### config.mk
export PLATFORM = sky130hd
export DESIGN_NAME = hrb_report_bank
export DESIGN_NICKNAME = d
export VERILOG_FILES = /design/src/hrb_pkg.sv /design/src/hrb_btn_if.sv /design/src/hrb_report_bank.sv /design/src/hrb_sync.sv /design/src/hrb_button.sv
export VERILOG_INCLUDE_DIRS = /design/src
export SDC_FILE = /design/constraint.sdc
export NUM_CORES = 1
export LEC_CHECK = 0
export BUFFER_PORTS_ARGS = -buffer_cell sky130_fd_sc_hd__buf_2
export CAP_MARGIN = 10
export CORE_ASPECT_RATIO = 0.7
export CORE_MARGIN = 2
export CORE_UTILIZATION = 55
export CTS_BUF_LIST = sky130_fd_sc_hd__clkbuf_8
export DETAILED_ROUTE_END_ITERATION = 12
export PLACE_DENSITY = 0.84
export SETUP_SLACK_MARGIN = 0.2
export SLEW_MARGIN = 30
export SYNTH_ARGS = -nofsm -noshare
export SYNTH_HDL_FRONTEND = slang
export SYNTH_SLANG_ARGS = --single-unit
### constraint.sdc
create_clock -name MCLK -period 1.7 [get_ports MCLK]
set_input_delay 0.085 -clock MCLK [delete_from_list [all_inputs] [get_ports MCLK]]
set_output_delay 0.085 -clock MCLK [all_outputs]
set_load 0.05 [all_outputs]
### src/hrb_regs.svh
// register offsets, field positions and reset values of the report bank
`ifndef HRB_REGS_SVH
`define HRB_REGS_SVH

`define HRB_OFF_IR0        3'h0
`define HRB_OFF_IR1        3'h1
`define HRB_OFF_IR2        3'h2
`define HRB_OFF_IR3        3'h3
`define HRB_OFF_OR0        3'h4
`define HRB_OFF_OR1        3'h5
`define HRB_OFF_OR2        3'h6
`define HRB_OFF_OR3        3'h7

`define HRB_MODE_HI        7
`define HRB_MODE_LO        6
`define HRB_BUZZ_BIT       5
`define HRB_VALID_BIT      4
`define HRB_RATE_HI        5
`define HRB_RATE_LO        4
`define HRB_EE_GO_BIT      7
`define HRB_EE_WR_BIT      6
`define HRB_BTN_REC        3
`define HRB_BTN_PLAY       2
`define HRB_BTN_DOWN       1
`define HRB_BTN_UP         0

`define HRB_BYTE_RST       8'h00
`define HRB_NIB_RST        4'h0
`define HRB_RATE_RST       2'h0
`define HRB_MIRROR_OR0_HI  2'h3
`define HRB_SYNC_STAGES    2

`endif

### src/hrb_pkg.sv
// types shared by the report bank modules
package hrb_pkg;
    typedef enum logic [1:0] {
        HRB_MODE_PINS    = 2'h0,
        HRB_MODE_GENERIC = 2'h1,
        HRB_MODE_MIRROR  = 2'h2,
        HRB_MODE_RSVD    = 2'h3
    } hrb_mode_t;

    typedef enum logic [1:0] {
        HRB_RATE_1M5 = 2'h0,
        HRB_RATE_3M  = 2'h1,
        HRB_RATE_6M  = 2'h2,
        HRB_RATE_RSV = 2'h3
    } hrb_rate_t;
endpackage : hrb_pkg

### src/hrb_btn_if.sv
// button levels and sticky press-release flags between the bank and its tracker
interface hrb_btn_if;
    logic [3:0] level;
    logic [3:0] status;
    logic       clear;

    modport owner   (output level, output clear, input status);
    modport tracker (input level, input clear, output status);
endinterface : hrb_btn_if

### src/hrb_report_bank.sv
// shared HID report byte bank between USB host and external microcontroller
`include "hrb_regs.svh"
module hrb_report_bank (
    input  wire logic        MCLK,
    input  wire logic        RST_N,
    input  wire logic        CE,
    input  wire logic        HOST_OUT_WR,
    input  wire logic [31:0] HOST_OUT_DATA,
    input  wire logic        HOST_IN_RD,
    output logic      [31:0] HOST_IN_DATA,
    output logic             HOST_IRQ,
    input  wire logic        MCU_WR,
    input  wire logic        MCU_RD,
    input  wire logic [1:0]  MCU_ADDR,
    input  wire logic [7:0]  MCU_WDATA,
    output logic      [7:0]  MCU_RDATA,
    output logic             MICRO_INTERRUPT_LINE,
    input  wire logic [7:0]  GENERAL_INPUT_PINS,
    output logic      [7:0]  GENERAL_OUTPUT_PINS,
    output logic      [7:0]  GENERAL_OUTPUT_OE,
    input  wire logic        BTN_VOL_UP,
    input  wire logic        BTN_VOL_DOWN,
    input  wire logic        BTN_PLAY_MUTE,
    input  wire logic        BTN_REC_MUTE,
    input  wire logic        SPDIF_CFG_BIT5,
    output logic             BUZZER,
    output logic             SPDIF_VALID,
    output logic      [3:0]  SPDIF_CS_NIBBLE,
    output logic      [7:0]  SPDIF_CATEGORY,
    output hrb_pkg::hrb_rate_t MCU_CLK_SEL,
    output logic             EE_START,
    output logic             EE_WRITE,
    output logic      [5:0]  EE_ADDR,
    output logic      [15:0] EE_WDATA,
    input  wire logic        EE_DONE,
    input  wire logic [15:0] EE_RDATA
);
    // the mode field's top bit switches a report group to the indirect registers
    function automatic logic mirrored(input logic [7:0] byte0);
        mirrored = byte0[`HRB_MODE_HI];
    endfunction : mirrored

    function automatic hrb_pkg::hrb_mode_t mode_of(input logic [7:0] byte0);
        mode_of = hrb_pkg::hrb_mode_t'(byte0[`HRB_MODE_HI:`HRB_MODE_LO]);
    endfunction : mode_of

    // offsets are bank-wide, the serial link only carries their low two bits
    function automatic logic addr_is(input logic [1:0] addr, input logic [2:0] offset);
        addr_is = (addr == offset[1:0]);
    endfunction : addr_is

    logic [3:0]  ir0_hi;
    logic [7:0]  ir1;
    logic [7:0]  ir2;
    logic [7:0]  ir3;
    logic [7:0]  or0;
    logic [7:0]  or1;
    logic [7:0]  or2;
    logic [7:0]  or3;
    logic [1:0]  rate;
    logic [7:0]  ee_low;
    logic [7:0]  ee_high;
    logic [6:0]  ee_cfg;
    logic        ee_pending;
    logic [12:0] pins_sync;
    logic [7:0]  general_input_pins;
    logic [7:0]  gpi_prev;
    logic [3:0]  btn_prev;
    logic        spdif_cfg5;
    logic [7:0]  ee_ctrl_view;
    logic [7:0]  host_view0;
    logic [7:0]  host_view1;
    logic [7:0]  host_view2;
    logic [7:0]  host_view3;
    logic [7:0]  mcu_view;
    logic        host_mirror;
    logic        mcu_mirror;
    logic        host_go;
    logic        mcu_go;
    logic [7:0]  wr_b0;
    logic [7:0]  wr_b1;
    logic [7:0]  wr_b2;
    logic [7:0]  wr_b3;
    logic        in_mirror;
    logic        in_pins;
    logic        host_event;

    hrb_btn_if btn ();

    hrb_sync #(
        .WIDTH (13)
    ) u_sync (
        .clk      (MCLK),
        .rst_n    (RST_N),
        .ce       (CE),
        .async_in ({SPDIF_CFG_BIT5, BTN_REC_MUTE, BTN_PLAY_MUTE, BTN_VOL_DOWN, BTN_VOL_UP,
                    GENERAL_INPUT_PINS}),
        .sync_out (pins_sync)
    );

    assign general_input_pins        = pins_sync[7:0];
    assign btn.level  = pins_sync[11:8];
    assign spdif_cfg5 = pins_sync[12];
    // sticky mute flags are consumed when the host collects the input report
    assign btn.clear  = HOST_IN_RD;

    hrb_button u_button (
        .clk   (MCLK),
        .rst_n (RST_N),
        .ce    (CE),
        .btn   (btn)
    );

    assign wr_b0 = HOST_OUT_DATA[7:0];
    assign wr_b1 = HOST_OUT_DATA[15:8];
    assign wr_b2 = HOST_OUT_DATA[23:16];
    assign wr_b3 = HOST_OUT_DATA[31:24];

    // a whole report is written at once, so its own byte0 decides the mirroring
    assign host_mirror = HOST_OUT_WR && mirrored(wr_b0);
    assign host_go     = host_mirror && wr_b3[`HRB_EE_GO_BIT];
    assign mcu_go      = mcu_mirror && addr_is(MCU_ADDR, `HRB_OFF_IR3) && MCU_WDATA[`HRB_EE_GO_BIT];

    // the microcontroller's stored mode, decoded once for every consumer but the buzzer
    assign in_mirror   = mirrored({ir0_hi, 4'h0});
    assign in_pins     = (mode_of({ir0_hi, 4'h0}) == hrb_pkg::HRB_MODE_PINS);

    // a write to byte0 is judged by its own new mode, any other byte by the stored one
    always_comb begin
        if (!MCU_WR) begin
            mcu_mirror = 1'b0;
        end else if (addr_is(MCU_ADDR, `HRB_OFF_IR0)) begin
            mcu_mirror = mirrored(MCU_WDATA);
        end else begin
            mcu_mirror = in_mirror;
        end
    end

    // input report bytes, written by the microcontroller only
    always_ff @(posedge MCLK) begin
        if (!RST_N) begin
            ir0_hi <= `HRB_NIB_RST;
            ir1    <= `HRB_BYTE_RST;
            ir2    <= `HRB_BYTE_RST;
            ir3    <= `HRB_BYTE_RST;
        end else if (CE && MCU_WR) begin
            case (MCU_ADDR)
                2'h0:    ir0_hi <= MCU_WDATA[7:4];
                2'h1:    ir1    <= MCU_WDATA;
                2'h2:    ir2    <= MCU_WDATA;
                2'h3:    ir3    <= MCU_WDATA;
                default: ir0_hi <= ir0_hi;
            endcase
        end
    end

    // output report bytes, written by the host's Set_Output_Report
    always_ff @(posedge MCLK) begin
        if (!RST_N) begin
            or0 <= `HRB_BYTE_RST;
            or1 <= `HRB_BYTE_RST;
            or2 <= `HRB_BYTE_RST;
            or3 <= `HRB_BYTE_RST;
        end else if (CE && HOST_OUT_WR) begin
            or0 <= wr_b0;
            or1 <= wr_b1;
            or2 <= wr_b2;
            or3 <= wr_b3;
        end
    end

    // indirect registers; no arbitration, the host write simply wins a collision
    always_ff @(posedge MCLK) begin
        if (!RST_N) begin
            rate    <= `HRB_RATE_RST;
            ee_low  <= `HRB_BYTE_RST;
            ee_high <= `HRB_BYTE_RST;
            ee_cfg  <= 7'h00;
        end else if (CE) begin
            if (host_mirror) begin
                rate    <= wr_b0[`HRB_RATE_HI:`HRB_RATE_LO];
                ee_low  <= wr_b1;
                ee_high <= wr_b2;
                ee_cfg  <= wr_b3[6:0];
            end else if (mcu_mirror) begin
                case (MCU_ADDR)
                    2'h0:    rate    <= MCU_WDATA[`HRB_RATE_HI:`HRB_RATE_LO];
                    2'h1:    ee_low  <= MCU_WDATA;
                    2'h2:    ee_high <= MCU_WDATA;
                    2'h3:    ee_cfg  <= MCU_WDATA[6:0];
                    default: rate    <= rate;
                endcase
            end else if (EE_DONE && !ee_cfg[`HRB_EE_WR_BIT]) begin
                ee_low  <= EE_RDATA[7:0];
                ee_high <= EE_RDATA[15:8];
            end
        end
    end

    // go bit self-clears into a pending flag; a new start wins over completion
    always_ff @(posedge MCLK) begin
        if (!RST_N) begin
            ee_pending <= 1'b0;
            EE_START   <= 1'b0;
        end else if (CE) begin
            EE_START   <= host_go || mcu_go;
            ee_pending <= (host_go || mcu_go) || (ee_pending && !EE_DONE);
        end
    end

    assign ee_ctrl_view = {ee_pending, ee_cfg};
    assign EE_WRITE     = ee_cfg[`HRB_EE_WR_BIT];
    assign EE_ADDR      = ee_cfg[5:0];
    assign EE_WDATA     = {ee_high, ee_low};
    assign MCU_CLK_SEL  = hrb_pkg::hrb_rate_t'(rate);

    // what the host sees in its input report
    always_comb begin
        host_view0 = {ir0_hi[3:2], mirrored(or0) ? rate : ir0_hi[1:0], btn.status};
        if (mirrored(or0)) begin
            host_view1 = ee_low;
        end else if (in_pins) begin
            host_view1 = general_input_pins;
        end else begin
            host_view1 = ir1;
        end
        host_view2 = mirrored(or0) ? ee_high : ir2;
        host_view3 = mirrored(or0) ? ee_ctrl_view : ir3;
    end

    // what the microcontroller sees of the output report
    always_comb begin
        case (MCU_ADDR)
            2'h0:    mcu_view = in_mirror ? {`HRB_MIRROR_OR0_HI, rate, 4'h0} : or0;
            2'h1:    mcu_view = in_mirror ? ee_low : or1;
            2'h2:    mcu_view = in_mirror ? ee_high : or2;
            2'h3:    mcu_view = in_mirror ? ee_ctrl_view : or3;
            default: mcu_view = or0;
        endcase
    end

    always_ff @(posedge MCLK) begin
        if (!RST_N) begin
            HOST_IN_DATA <= 32'h0000_0000;
            MCU_RDATA    <= `HRB_BYTE_RST;
        end else if (CE) begin
            HOST_IN_DATA <= {host_view3, host_view2, host_view1, host_view0};
            if (MCU_RD) begin
                MCU_RDATA <= mcu_view;
            end
        end
    end

    // interrupt to the MCU: set wins over the clearing read
    always_ff @(posedge MCLK) begin
        if (!RST_N) begin
            MICRO_INTERRUPT_LINE <= 1'b0;
        end else if (CE) begin
            MICRO_INTERRUPT_LINE <= HOST_OUT_WR || EE_DONE
                                    || (MICRO_INTERRUPT_LINE && !MCU_RD);
        end
    end

    // every cause of a host report interrupt; a button change lets the host resync
    always_comb begin
        host_event = MCU_WR || EE_DONE;
        if (btn_prev != btn.status) begin
            host_event = 1'b1;
        end
        if ((gpi_prev != general_input_pins) && in_pins) begin
            host_event = 1'b1;
        end
    end

    always_ff @(posedge MCLK) begin
        if (!RST_N) begin
            gpi_prev <= `HRB_BYTE_RST;
            btn_prev <= `HRB_NIB_RST;
            HOST_IRQ <= 1'b0;
        end else if (CE) begin
            gpi_prev <= general_input_pins;
            btn_prev <= btn.status;
            HOST_IRQ <= host_event;
        end
    end

    // pins hold their last setting while the output group is used otherwise
    always_ff @(posedge MCLK) begin
        if (!RST_N) begin
            GENERAL_OUTPUT_PINS <= `HRB_BYTE_RST;
            GENERAL_OUTPUT_OE   <= `HRB_BYTE_RST;
        end else if (CE && mode_of(or0) == hrb_pkg::HRB_MODE_PINS) begin
            GENERAL_OUTPUT_PINS <= or1;
            GENERAL_OUTPUT_OE   <= or2;
        end
    end

    // buzzer from either side's bit5 when that side is not mirrored
    always_ff @(posedge MCLK) begin
        if (!RST_N) begin
            BUZZER <= 1'b0;
        end else if (CE) begin
            BUZZER <= (!mirrored(or0) && or0[`HRB_BUZZ_BIT])
                      || (!ir0_hi[3] && ir0_hi[1]);
        end
    end

    always_ff @(posedge MCLK) begin
        if (!RST_N) begin
            SPDIF_VALID     <= 1'b0;
            SPDIF_CS_NIBBLE <= `HRB_NIB_RST;
            SPDIF_CATEGORY  <= `HRB_BYTE_RST;
        end else if (CE && !mirrored(or0)) begin
            SPDIF_VALID     <= or0[`HRB_VALID_BIT];
            SPDIF_CS_NIBBLE <= or0[3:0];
            if (!spdif_cfg5) begin
                SPDIF_CATEGORY <= or3;
            end
        end
    end
endmodule : hrb_report_bank

### src/hrb_sync.sv
// two-flop synchroniser for a vector of asynchronous pins
module hrb_sync #(
    parameter int WIDTH = 13
) (
    input  wire logic             clk,
    input  wire logic             rst_n,
    input  wire logic             ce,
    input  wire logic [WIDTH-1:0] async_in,
    output logic      [WIDTH-1:0] sync_out
);
    logic [WIDTH-1:0] stage1;

    // first stage feeds only the second stage
    always_ff @(posedge clk) begin
        if (!rst_n) begin
            stage1   <= '0;
            sync_out <= '0;
        end else if (ce) begin
            stage1   <= async_in;
            sync_out <= stage1;
        end
    end
endmodule : hrb_sync

### src/hrb_button.sv
// button tracker: live levels for volume keys, sticky press-then-release for mute keys
`include "hrb_regs.svh"
module hrb_button (
    input  wire logic clk,
    input  wire logic rst_n,
    input  wire logic ce,
    hrb_btn_if.tracker btn
);
    logic [1:0] held;
    logic [1:0] flag;
    logic [1:0] release_now;

    // mute keys: index 1 record, index 0 playback
    assign release_now = held & ~btn.level[`HRB_BTN_REC:`HRB_BTN_PLAY];

    always_ff @(posedge clk) begin
        if (!rst_n) begin
            held <= 2'h0;
        end else if (ce) begin
            held <= btn.level[`HRB_BTN_REC:`HRB_BTN_PLAY];
        end
    end

    // set wins over the host's clear so a release is never lost
    always_ff @(posedge clk) begin
        if (!rst_n) begin
            flag <= 2'h0;
        end else if (ce) begin
            flag <= (btn.clear ? 2'h0 : flag) | release_now;
        end
    end

    assign btn.status = {flag, btn.level[`HRB_BTN_DOWN:`HRB_BTN_UP]};
endmodule : hrb_button

==> run metrics, run 1 <==
status=complete, no violations; number of nets in the layout=1264; FP Rows=37; DRC=0; Hold Vio Cnt, Final=0; largest net degree at the start of global routing=60; slowest cell delay on critical path=0.36 ns; number of global-route vias before repair=7606; DR vias/cell=5.930; area of the core=14770 sq um; first-pass GRT wire length=40530 um; Area Overhead vs Synth=26.16%; sequential share of the synthesized area=47.12%; Power Density=953.9 nW/um^2; MaxCap Viol Count=0; Setup Total Neg Slack=0 ns; Setup Fix Bufs, Post-CTS=0; Finished Core Util=71.51%; syn_area_per_cell=8.594 sq um; antenna violations before repair=2; Max Clock Freq=659.0 MHz; DR iter-0 viols=976; TritonRoute pass-1 iters=6; CP Data Required Time=2.04 ns; post-DP HPWL=18360 um; TritonCTS clock tree=yes; grt total ovfl=0; clock root cell=clkbuf_8; total number of vias=8255; Die Area=16240 sq um; Syn Inst Count=974; RSZ-0062 raised after global routing=yes; final clock skew=0.01714 ns; fill count=1112; initial core utilization=56.68%; total CTS buffers=17; P_leak=4.450 nW; Reg clk slew, reported paths=0.11 ns; I/O Buffers=176; crit path buf inv count=2; All-Layer GR Usage=32.71%; CTS H-tree lvls=4; flip-flop and latch area=3946 sq um; fin. max-slew vios=0; Post-synth EDFFs=0; Worst Setup End Kind=flip-flop; Routed WL per cell=19.16 um; share of layout cells above drive strength 1=23.06%; Syn. warnings=0; number of synthesized register bits=197; asr flop ratio synth=0%; Synth Cell Area=8371 sq um; top-count cell post-synth=dfxtp_1; Final Wtd Congestion=1.001; Top Registers=HOST_IN_DATA x32, u_sync.stage1 x13, u_sync.sync_out x13; max_slew headroom=58.44%; arrival time worst endpoint=1.86 ns; Critical Path, Cell by Cell=buf_4 > nor2_4 > buf_6 > mux2_2 > o211ai_1 > a21oi_1; multi-input combinational cell area=4081 sq um; Die H=107.2 um; actual slew at the worst max-slew pin=0.6211 ns; final worst path period share=89.26%; Hold WC Path Type=input port to flip-flop; Sink Count=197; die width=151.5 um; CP max FO=6; Ant. Diodes=0; crit path time final=1.517 ns; clock buffer depth=2; Setup CP Type=flip-flop to flip-flop; maximum vdd ir drop=0.0006215 V; Synth top area share=47.12%; Largest register FFs=32; Largest Register=HOST_IN_DATA; Synth Flop Type=dfxtp_1; final wirelength=26660 um; Ports=177; number of routed nets with antenna violations=0; final setup fails=0; Synth cell types=52; slowest CP cell=dfxtp_2; critical path's top delay family=flip-flops; Synthesized Nets=1053; clock latency on the worst-skew pair=0.47 ns; startpoint types=flip-flop; largest area contributor in the netlist=dfxtp_1; biggest area contributors in the synthesized netlist=dfxtp_1 (47%), mux2i_1 (8.3%), nand2_1 (8.2%); most frequent cells after synthesis=dfxtp_1 (197), nand2_1 (183), nor2_1 (111)
-- cell usage in the layout (no fill, tap or decap), drive strengths merged, types with 3 or more instances in the layout --
cell,instances
dfxtp,197
o22a,4
clkbuf,21
nor2,112
mux2,18
a221oi,4
o2111ai,4
nand4,5
nand2b,18
mux2i,69
a211o,4
o21ai,33
o211ai,9
xor2,4
inv,10
a211oi,19
a221o,4
buf,211
a31oi,17
a21oi,104
a21boi,3
a22o,14
nand2,183
xnor2,8
a2bb2oi,4
a311oi,10
clkinv,3
and2,4
nand3,17
dlygate4sd3,55
nor3,4
bufinv,4
-- power by group --
group / internal, mW / switching, mW / leakage, nW
Sequential: 4.80 / 0.196 / 1.61
Clock: 1.77 / 1.69 / 0.229
Combinational: 0.572 / 1.05 / 2.61
-- kinds of logic after synthesis --
kind of cell | count (synthesis) | share of synthesized area, %
DFF | 197 | 47.12
muxes | 87 | 10.67
AOI/OAI and AO/OA | 241 | 18.52
buffers and inverters | 82 | 4.320
and+or+nand+nor | 355 | 18.12
xor gates and xnor gates | 12 | 1.256
-- metrics by stage --
| stage | std cells | worst slack, ns | area, sq um | hold WS (ns) | power, mW |
|---|---|---|---|---|---|
| after global placement | 1305 | 0.1791 | 9513 | 0.3218 | 6.538 |
| final | 1392 | 0.1826 | 10560 | 0.01133 | 10.07 |
| after CTS | 1391 | 0.2221 | 10530 | 0.001205 | 10.01 |
| after global routing | 1392 | 0.1418 | 10560 | 0.002421 | 10.36 |
| after floorplan | 974 | 0.2461 | 8372 | 0.2210 | 6.048 |
| after detailed placement | 1305 | 0.1275 | 9513 | 0.3297 | 6.566 |
-- metal layers --
layer | vias to the layer above | track usage, % | routed length, um
li1 | 3803 | - | -
met2 | 521 | 48.87 | 11410
met4 | 2 | 9.947 | 734
met5 | - | 0 | 13
met1 | 3840 | 46.67 | 11130
met3 | 89 | 8.000 | 3376
-- cell type report --
class                      instances  share of cell area, %
multi-input combinational        695                  38.65
sequential                       197                  37.37
timing repair buffer             266                  17.04
clock buffer                      21                  2.737
tap                              195                  2.310
clock inverter                    10                  1.588
inverter                           8                 0.3081
-- worst reg2reg max path, cell delays in order, from the launching register on --
cell and delay [ns]:
dfxtp_2 0.36, buf_4 0.16, nor2_4 0.12, buf_6 0.15
mux2_2 0.33, o211ai_1 0.16, a21oi_1 0.13
-- repair_timing --
action / 4_1_cts / 5_1_grt
hold endpoints to repair: 81 / 0
pin swaps: 0 / 2
gates resized for setup: 3 / 6
gates cloned: 0 / 1
endpoints found under the setup margin: 15 / 30
hold buffers: 55 / 0
-- path summary, 6_finish.rpt --
path	start	endpoint	slack (ns)	cells past startpoint
max	ir0_hi[3]	HOST_IN_DATA[15]	0.18	6
min	EE_RDATA[7]	ee_low[7]	0.01	3
max reg2reg	ir0_hi[3]	HOST_IN_DATA[15]	0.18	6
min reg2reg	ir3[1]	ir3[1]	0.46	2
Power figures use the tool's default switching activity.
==> run 2, diff against run 1 <==
ABC_AREA = 1   (was default)
REMOVE_ABC_BUFFERS = 1   (was default)
==> run metrics, run 2 <==
WHS Path Cells=5; DR iter-0 viols=862; Max Clock Freq=662.3 MHz; Synth top area share=47.43%; number of nets in the layout=1446; DR vias/cell=5.610; actual slew at the worst max-slew pin=0.5910 ns; placed insts=1476; largest net degree at the start of global routing=78; Final Wtd Congestion=0.9697; arrival time worst endpoint=1.94 ns; slowest CP cell=dfxtp_1; final setup fails=0; final worst-path setup slack=0.1901 ns; Sink Count=197; top-count cell post-synth=nor2_1; Routed WL per cell=17.27 um; P_leak=4.940 nW; share of layout cells above drive strength 1=20.07%; Synth Cell Area=8315 sq um; Setup CP Type=flip-flop to flip-flop; Post-Layout Cell Count=1575; All-Layer GR Usage=32.66%; CTS H-tree lvls=4; CP max FO=8; Worst path depth=5; slowest cell delay on critical path=0.41 ns; startpoint types=flip-flop; Worst Setup End Kind=flip-flop; Hold WC Path Type=input port to flip-flop; Largest register FFs=32; total number of vias=8836; flip-flop and latch area=3948 sq um; Ant. Diodes=0; final wirelength=27200 um; commonest non-fill, non-tap cells in the layout=nor2_1 (234), o21ai_0 (203), dfxtp_1 (196); grt total ovfl=0; status=complete, no violations; Syn. warnings=0; Synth cell types=35; Ports=177; most frequent cells after synthesis=nor2_1 (235), o21ai_0 (203), dfxtp_1 (197); clock latency on the worst-skew pair=0.47 ns; clock buffer depth=2; sequential share of the synthesized area=47.43%; Top Layer Used=met4; Hold Vio Cnt, Final=0; FP Rows=37; number of routed nets with antenna violations=0; TritonCTS clock tree=yes; CP Data Required Time=2.13 ns; critical path's top delay family=compound AO/OA/AOI/OAI gates; die width=151.0 um; Place WS=0.1127 ns; maximum vdd ir drop=0.0005707 V; Synth Flop Type=dfxtp_1; post-DP HPWL=18280 um; Largest Register=HOST_IN_DATA; syn_area_per_cell=7.243 sq um; M1 WL=11910 um; Power Density=996.2 nW/um^2; depth of the worst register-to-register path=5; hold slack=0.01401 ns; MaxCap Viol Count=0; Top Registers=HOST_IN_DATA x32, u_sync.stage1 x13, u_sync.sync_out x13; fill count=1193; number of synthesized register bits=197; Die Area=16130 sq um; crit path buf inv count=3; area of the core=14720 sq um; max_slew headroom=60.56%; most common cell after layout, fill and taps aside=nor2_1; multi-input combinational cell area=3780 sq um; metal2 WL=11420 um; biggest area contributors in the synthesized netlist=dfxtp_1 (47%), o21ai_0 (12%), nor2_1 (11%); clock root cell=clkbuf_8; Die H=106.9 um; number of global-route vias before repair=7848; final clock skew=0.01072 ns; antenna violations before repair=0; first-pass GRT wire length=40920 um; fin. max-slew vios=0; Reg clk slew, reported paths=0.11 ns; I/O Buffers=176; largest area contributor in the netlist=dfxtp_1; Post-synth EDFFs=0; Area Overhead vs Synth=27.08%; TritonRoute pass-1 iters=6; Finished Core Util=71.78%; asr flop ratio synth=0%; met3 WL post-DR=3240 um; total CTS buffers=17; crit path time final=1.510 ns; DRC=0; Syn Inst Count=1148; Critical Path, Cell by Cell=clkinvlp_4 > buf_4 > o21ai_0 > o211ai_1 > inv_1; initial core utilization=56.48%; RSZ-0062 raised after global routing=yes; final worst path period share=88.82%
[run 2: cell count changes in the layout (fill, tap and decap cells not counted), moves of 14 or more]
| cell | before | now |
|---|---|---|
| a22o_1 | 14 | 0 |
| o21ai_0 | 33 | 203 |
| nor2_1 | 111 | 234 |
| nand2b_1 | 18 | 0 |
| a211oi_1 | 19 | 3 |
| nand2_1 | 183 | 124 |
| nand3_1 | 17 | 37 |
| o211ai_1 | 9 | 28 |
| inv_1 | 7 | 87 |
| a31oi_1 | 17 | 2 |
| mux2i_1 | 69 | 0 |
| mux2_2 | 18 | 0 |
[run 2: what timing repair did]
item,in CTS,in global routing
buffers inserted,0,8
resized for setup,0,17
hold buffers,56,0
endpoints found under the setup margin,32,56
hold endpoints to repair,83,0
cloned,0,3
pin swaps,0,5
[run 2: final cells by class]
| class | count | share of cell area (%) |
|---|---|---|
| flip-flops and latches | 197 | 37.36 |
| inverters | 95 | 3.445 |
| clock inverters | 15 | 1.634 |
| multi-input cells | 787 | 35.77 |
| repair buffers | 269 | 17.27 |
| clock buffers | 17 | 2.214 |
| well taps | 195 | 2.309 |
[run 2: final timing paths]
| check | start | end | slack (ns) |
|---|---|---|---|
| setup / recovery | or0[7] | HOST_IN_DATA[23] | 0.19 |
| hold / removal | EE_RDATA[7] | ee_low[7] | 0.01 |
| setup reg to reg | or0[7] | HOST_IN_DATA[23] | 0.19 |
| hold reg to reg | SPDIF_CATEGORY[3] | SPDIF_CATEGORY[3] | 0.45 |
[run 2: cell families (layout without fill, tap and decap cells)]
group	Yosys count	after routing	synth area share [%]
buffers and inverters	166	396	8.020
XOR/XNOR	6	6	0.6320
flip-flops	197	197	47.43
AO/OA/AOI/OAI	350	350	22.54
AND/OR/NAND/NOR	429	431	21.38
[run 2: per-stage QoR]
stage | setup TNS, ns | area (sq um) | power [mW]
floorplan | -17.41 | 8005 | 6.492
global placement | 0 | 9418 | 7.197
detailed placement | 0 | 9418 | 7.234
CTS | 0 | 10390 | 10.40
global route | 0 | 10570 | 10.87
finish | 0 | 10570 | 10.53
[run 2: report_power, final]
group / internal, mW / switching (mW) / leakage (nW)
Sequential: 4.92 / 0.200 / 1.62
Clock: 1.35 / 1.83 / 0.195
Combinational: 0.672 / 1.56 / 3.12
[run 2: worst min-delay path, cell delays in order]
cell and delay (ns):
buf_2 0.08, nand3_1 0.07, nand3_1 0.08, nor2_1 0.04
nor2_1 0.10
[run 2: layer usage]
| metal | global-route usage [%] | up-vias |
|---|---|---|
| met3 | 6.000 | 53 |
| met4 | 10.61 | 0 |
| met1 | 48.40 | 4008 |
| met5 | 0 | - |
| met2 | 47.92 | 542 |
| li1 | - | 4233 |
==> run 3, diff against run 2 <==
CORE_ASPECT_RATIO = default   (was 0.7)
==> run metrics, run 3 (synthesized netlist as in run 2, its figures left out) <==
number of routed nets with antenna violations=0; Setup CP Type=input port to flip-flop; arrival time worst endpoint=1.88 ns; GRT Max-Usage Layer=met2; total power=10.68 mW; Die H=127.0 um; Max Clock Freq=664.5 MHz; status=complete, no violations; met3 Use GR=5.736%; Power Density=1012 nW/um^2; largest net degree at the start of global routing=92; number of global-route vias before repair=8067; Largest register FFs=32; CP Data Required Time=2.07 ns; met1 Use GR=42.13%; All-Layer GR Usage=31.47%; maximum vdd ir drop=0.0006490 V; RR Startpoint=ir0_hi[3]; sequential group share of total power=47.9%; actual slew at the worst max-slew pin=0.6843 ns; Die Area=16120 sq um; share of layout cells above drive strength 1=19.59%; startpoint types=input port; clock buffer depth=2; DR iter-0 viols=1246; antenna violations before repair=1; Setup Total Neg Slack=0 ns; fin. max-slew vios=0; Comb power frac=20.7%; area of the core=14640 sq um; Hold Vio Cnt, Final=0; CTS H-tree lvls=4; fill count=1135; TritonRoute pass-1 iters=7; I/O Buffers=176; share of power burned in the clock network=31.4%; Final Wtd Congestion=0.9038; clock latency on the worst-skew pair=0.48 ns; most common cell after layout, fill and taps aside=nor2_1; final clock skew=0.01424 ns; final worst path period share=88.52%; number of nets in the layout=1444; P_sw=3.358 mW; die width=127.0 um; FP Rows=44; first-pass GRT wire length=40380 um; initial core utilization=56.78%; total CTS buffers=17; hold slack=0.01003 ns; Worst Setup End Kind=flip-flop; crit path time final=1.505 ns; clock root cell=clkbuf_8; Routed WL per cell=16.86 um; Ports=177; Top Registers=HOST_IN_DATA x32, u_sync.stage1 x13, u_sync.sync_out x13; Switching Share=31.46%; GR Util met2=50.79%; total number of vias=8888; hold_sp=EE_RDATA[6]; RSZ-0062 raised after global routing=no; design area=10550 sq um; DR vias/cell=5.687; Internal=7.317 mW; Hold WC Path Type=input port to flip-flop; final wirelength=26350 um; CP startpoint=MCU_WDATA[7]; Area Overhead vs Synth=26.92%; max_slew headroom=54.33%; Largest Register=HOST_IN_DATA; post-DP HPWL=17320 um; grt total ovfl=0; P_leak=4.943 nW; Reg clk slew, reported paths=0.09 ns; CP max FO=8; reg2reg setup slack=0.22 ns; Sink Count=197; MaxCap Viol Count=0; final setup fails=0; DRC=0; TritonCTS clock tree=yes; commonest non-fill, non-tap cells in the layout=nor2_1 (234), o21ai_0 (202), dfxtp_1 (196); Cell Area, Placed=9321 sq um
[run 3: changes by cell type in the layout (fill, tap and decap cells not counted), sizes merged]
cell / previous run / this run
clkinvlp: 6 / 4
buf: 212 / 207
diode: 0 / 1
nand3: 44 / 45
clkbuf: 18 / 21
inv: 97 / 93
bufinv: 2 / 4
dlygate4sd3: 56 / 59
[run 3: worst paths after layout]
path / endpoint / cells after the start
max: ee_high[1] / 10
min: ee_low[6] / 5
max reg2reg: ee_low[1] / 8
min reg2reg: SPDIF_CATEGORY[2] / 2
[run 3: critical path, cell delays in order]
cell	delay, ns
dlygate4sd3_1	0.56
buf_2	0.16
clkinvlp_4	0.16
a21oi_4	0.20
nand4_1	0.21
buf_4	0.22
nand3_4	0.13
nand2_1	0.07
nand2_1	0.06
nor2_1	0.04
[run 3: per-layer routing]
metal  vias to the layer above  share of wire [%]  routed length (um)
met2                       535                 46               12000
met3                        83                 10                2723
met4                         0                3.6                 955
met5                         -                  0                   0
li1                       4238                  -                   -
met1                      4032                 41               10670
[run 3: area by class of cell]
class / instances / area (sq um) / share of cell area, %
timing repair buffer: 266 / 1760 / 16.68
antenna: 1 / 2.502 / 0.02371
inverter: 95 / 364.1 / 3.450
clock buffer: 21 / 289.0 / 2.739
sequential: 197 / 3948 / 37.40
tap: 184 / 230.2 / 2.181
multi-input combinational: 788 / 3804 / 36.04
clock inverter: 11 / 156.4 / 1.482
[run 3: through the flow]
| step | cells | util, % | worst slack, ns |
|---|---|---|---|
| after global placement | 1459 | 63.65 | 0.1396 |
| after CTS | 1550 | 70.94 | 0.2182 |
| after detailed placement | 1459 | 63.65 | 0.03851 |
| final | 1563 | 72.07 | 0.1951 |
| after floorplan | 1077 | - | -0.6417 |
| after global routing | 1562 | 72.05 | 0.1753 |
[run 3: power groups by stage]
| stage | clock, mW | combinational (mW) | sequential (mW) |
|---|---|---|---|
| detailed placement | 0 | 1.99 | 5.21 |
| CTS | 3.36 | 2.11 | 5.11 |
| floorplan | 0 | 0.726 | 5.77 |
| global placement | 0 | 1.96 | 5.21 |
| finish | 3.35 | 2.21 | 5.11 |
| global route | 3.57 | 2.38 | 5.14 |
[run 3: repair_timing]
action / CTS / global route
buffers inserted: 0 / 9
pin swaps: 0 / 7
resized for setup: 6 / 13
gates cloned: 0 / 3
hold buffers: 59 / 0
endpoints found under the hold margin: 89 / 0
setup endpoints to repair: 32 / 50
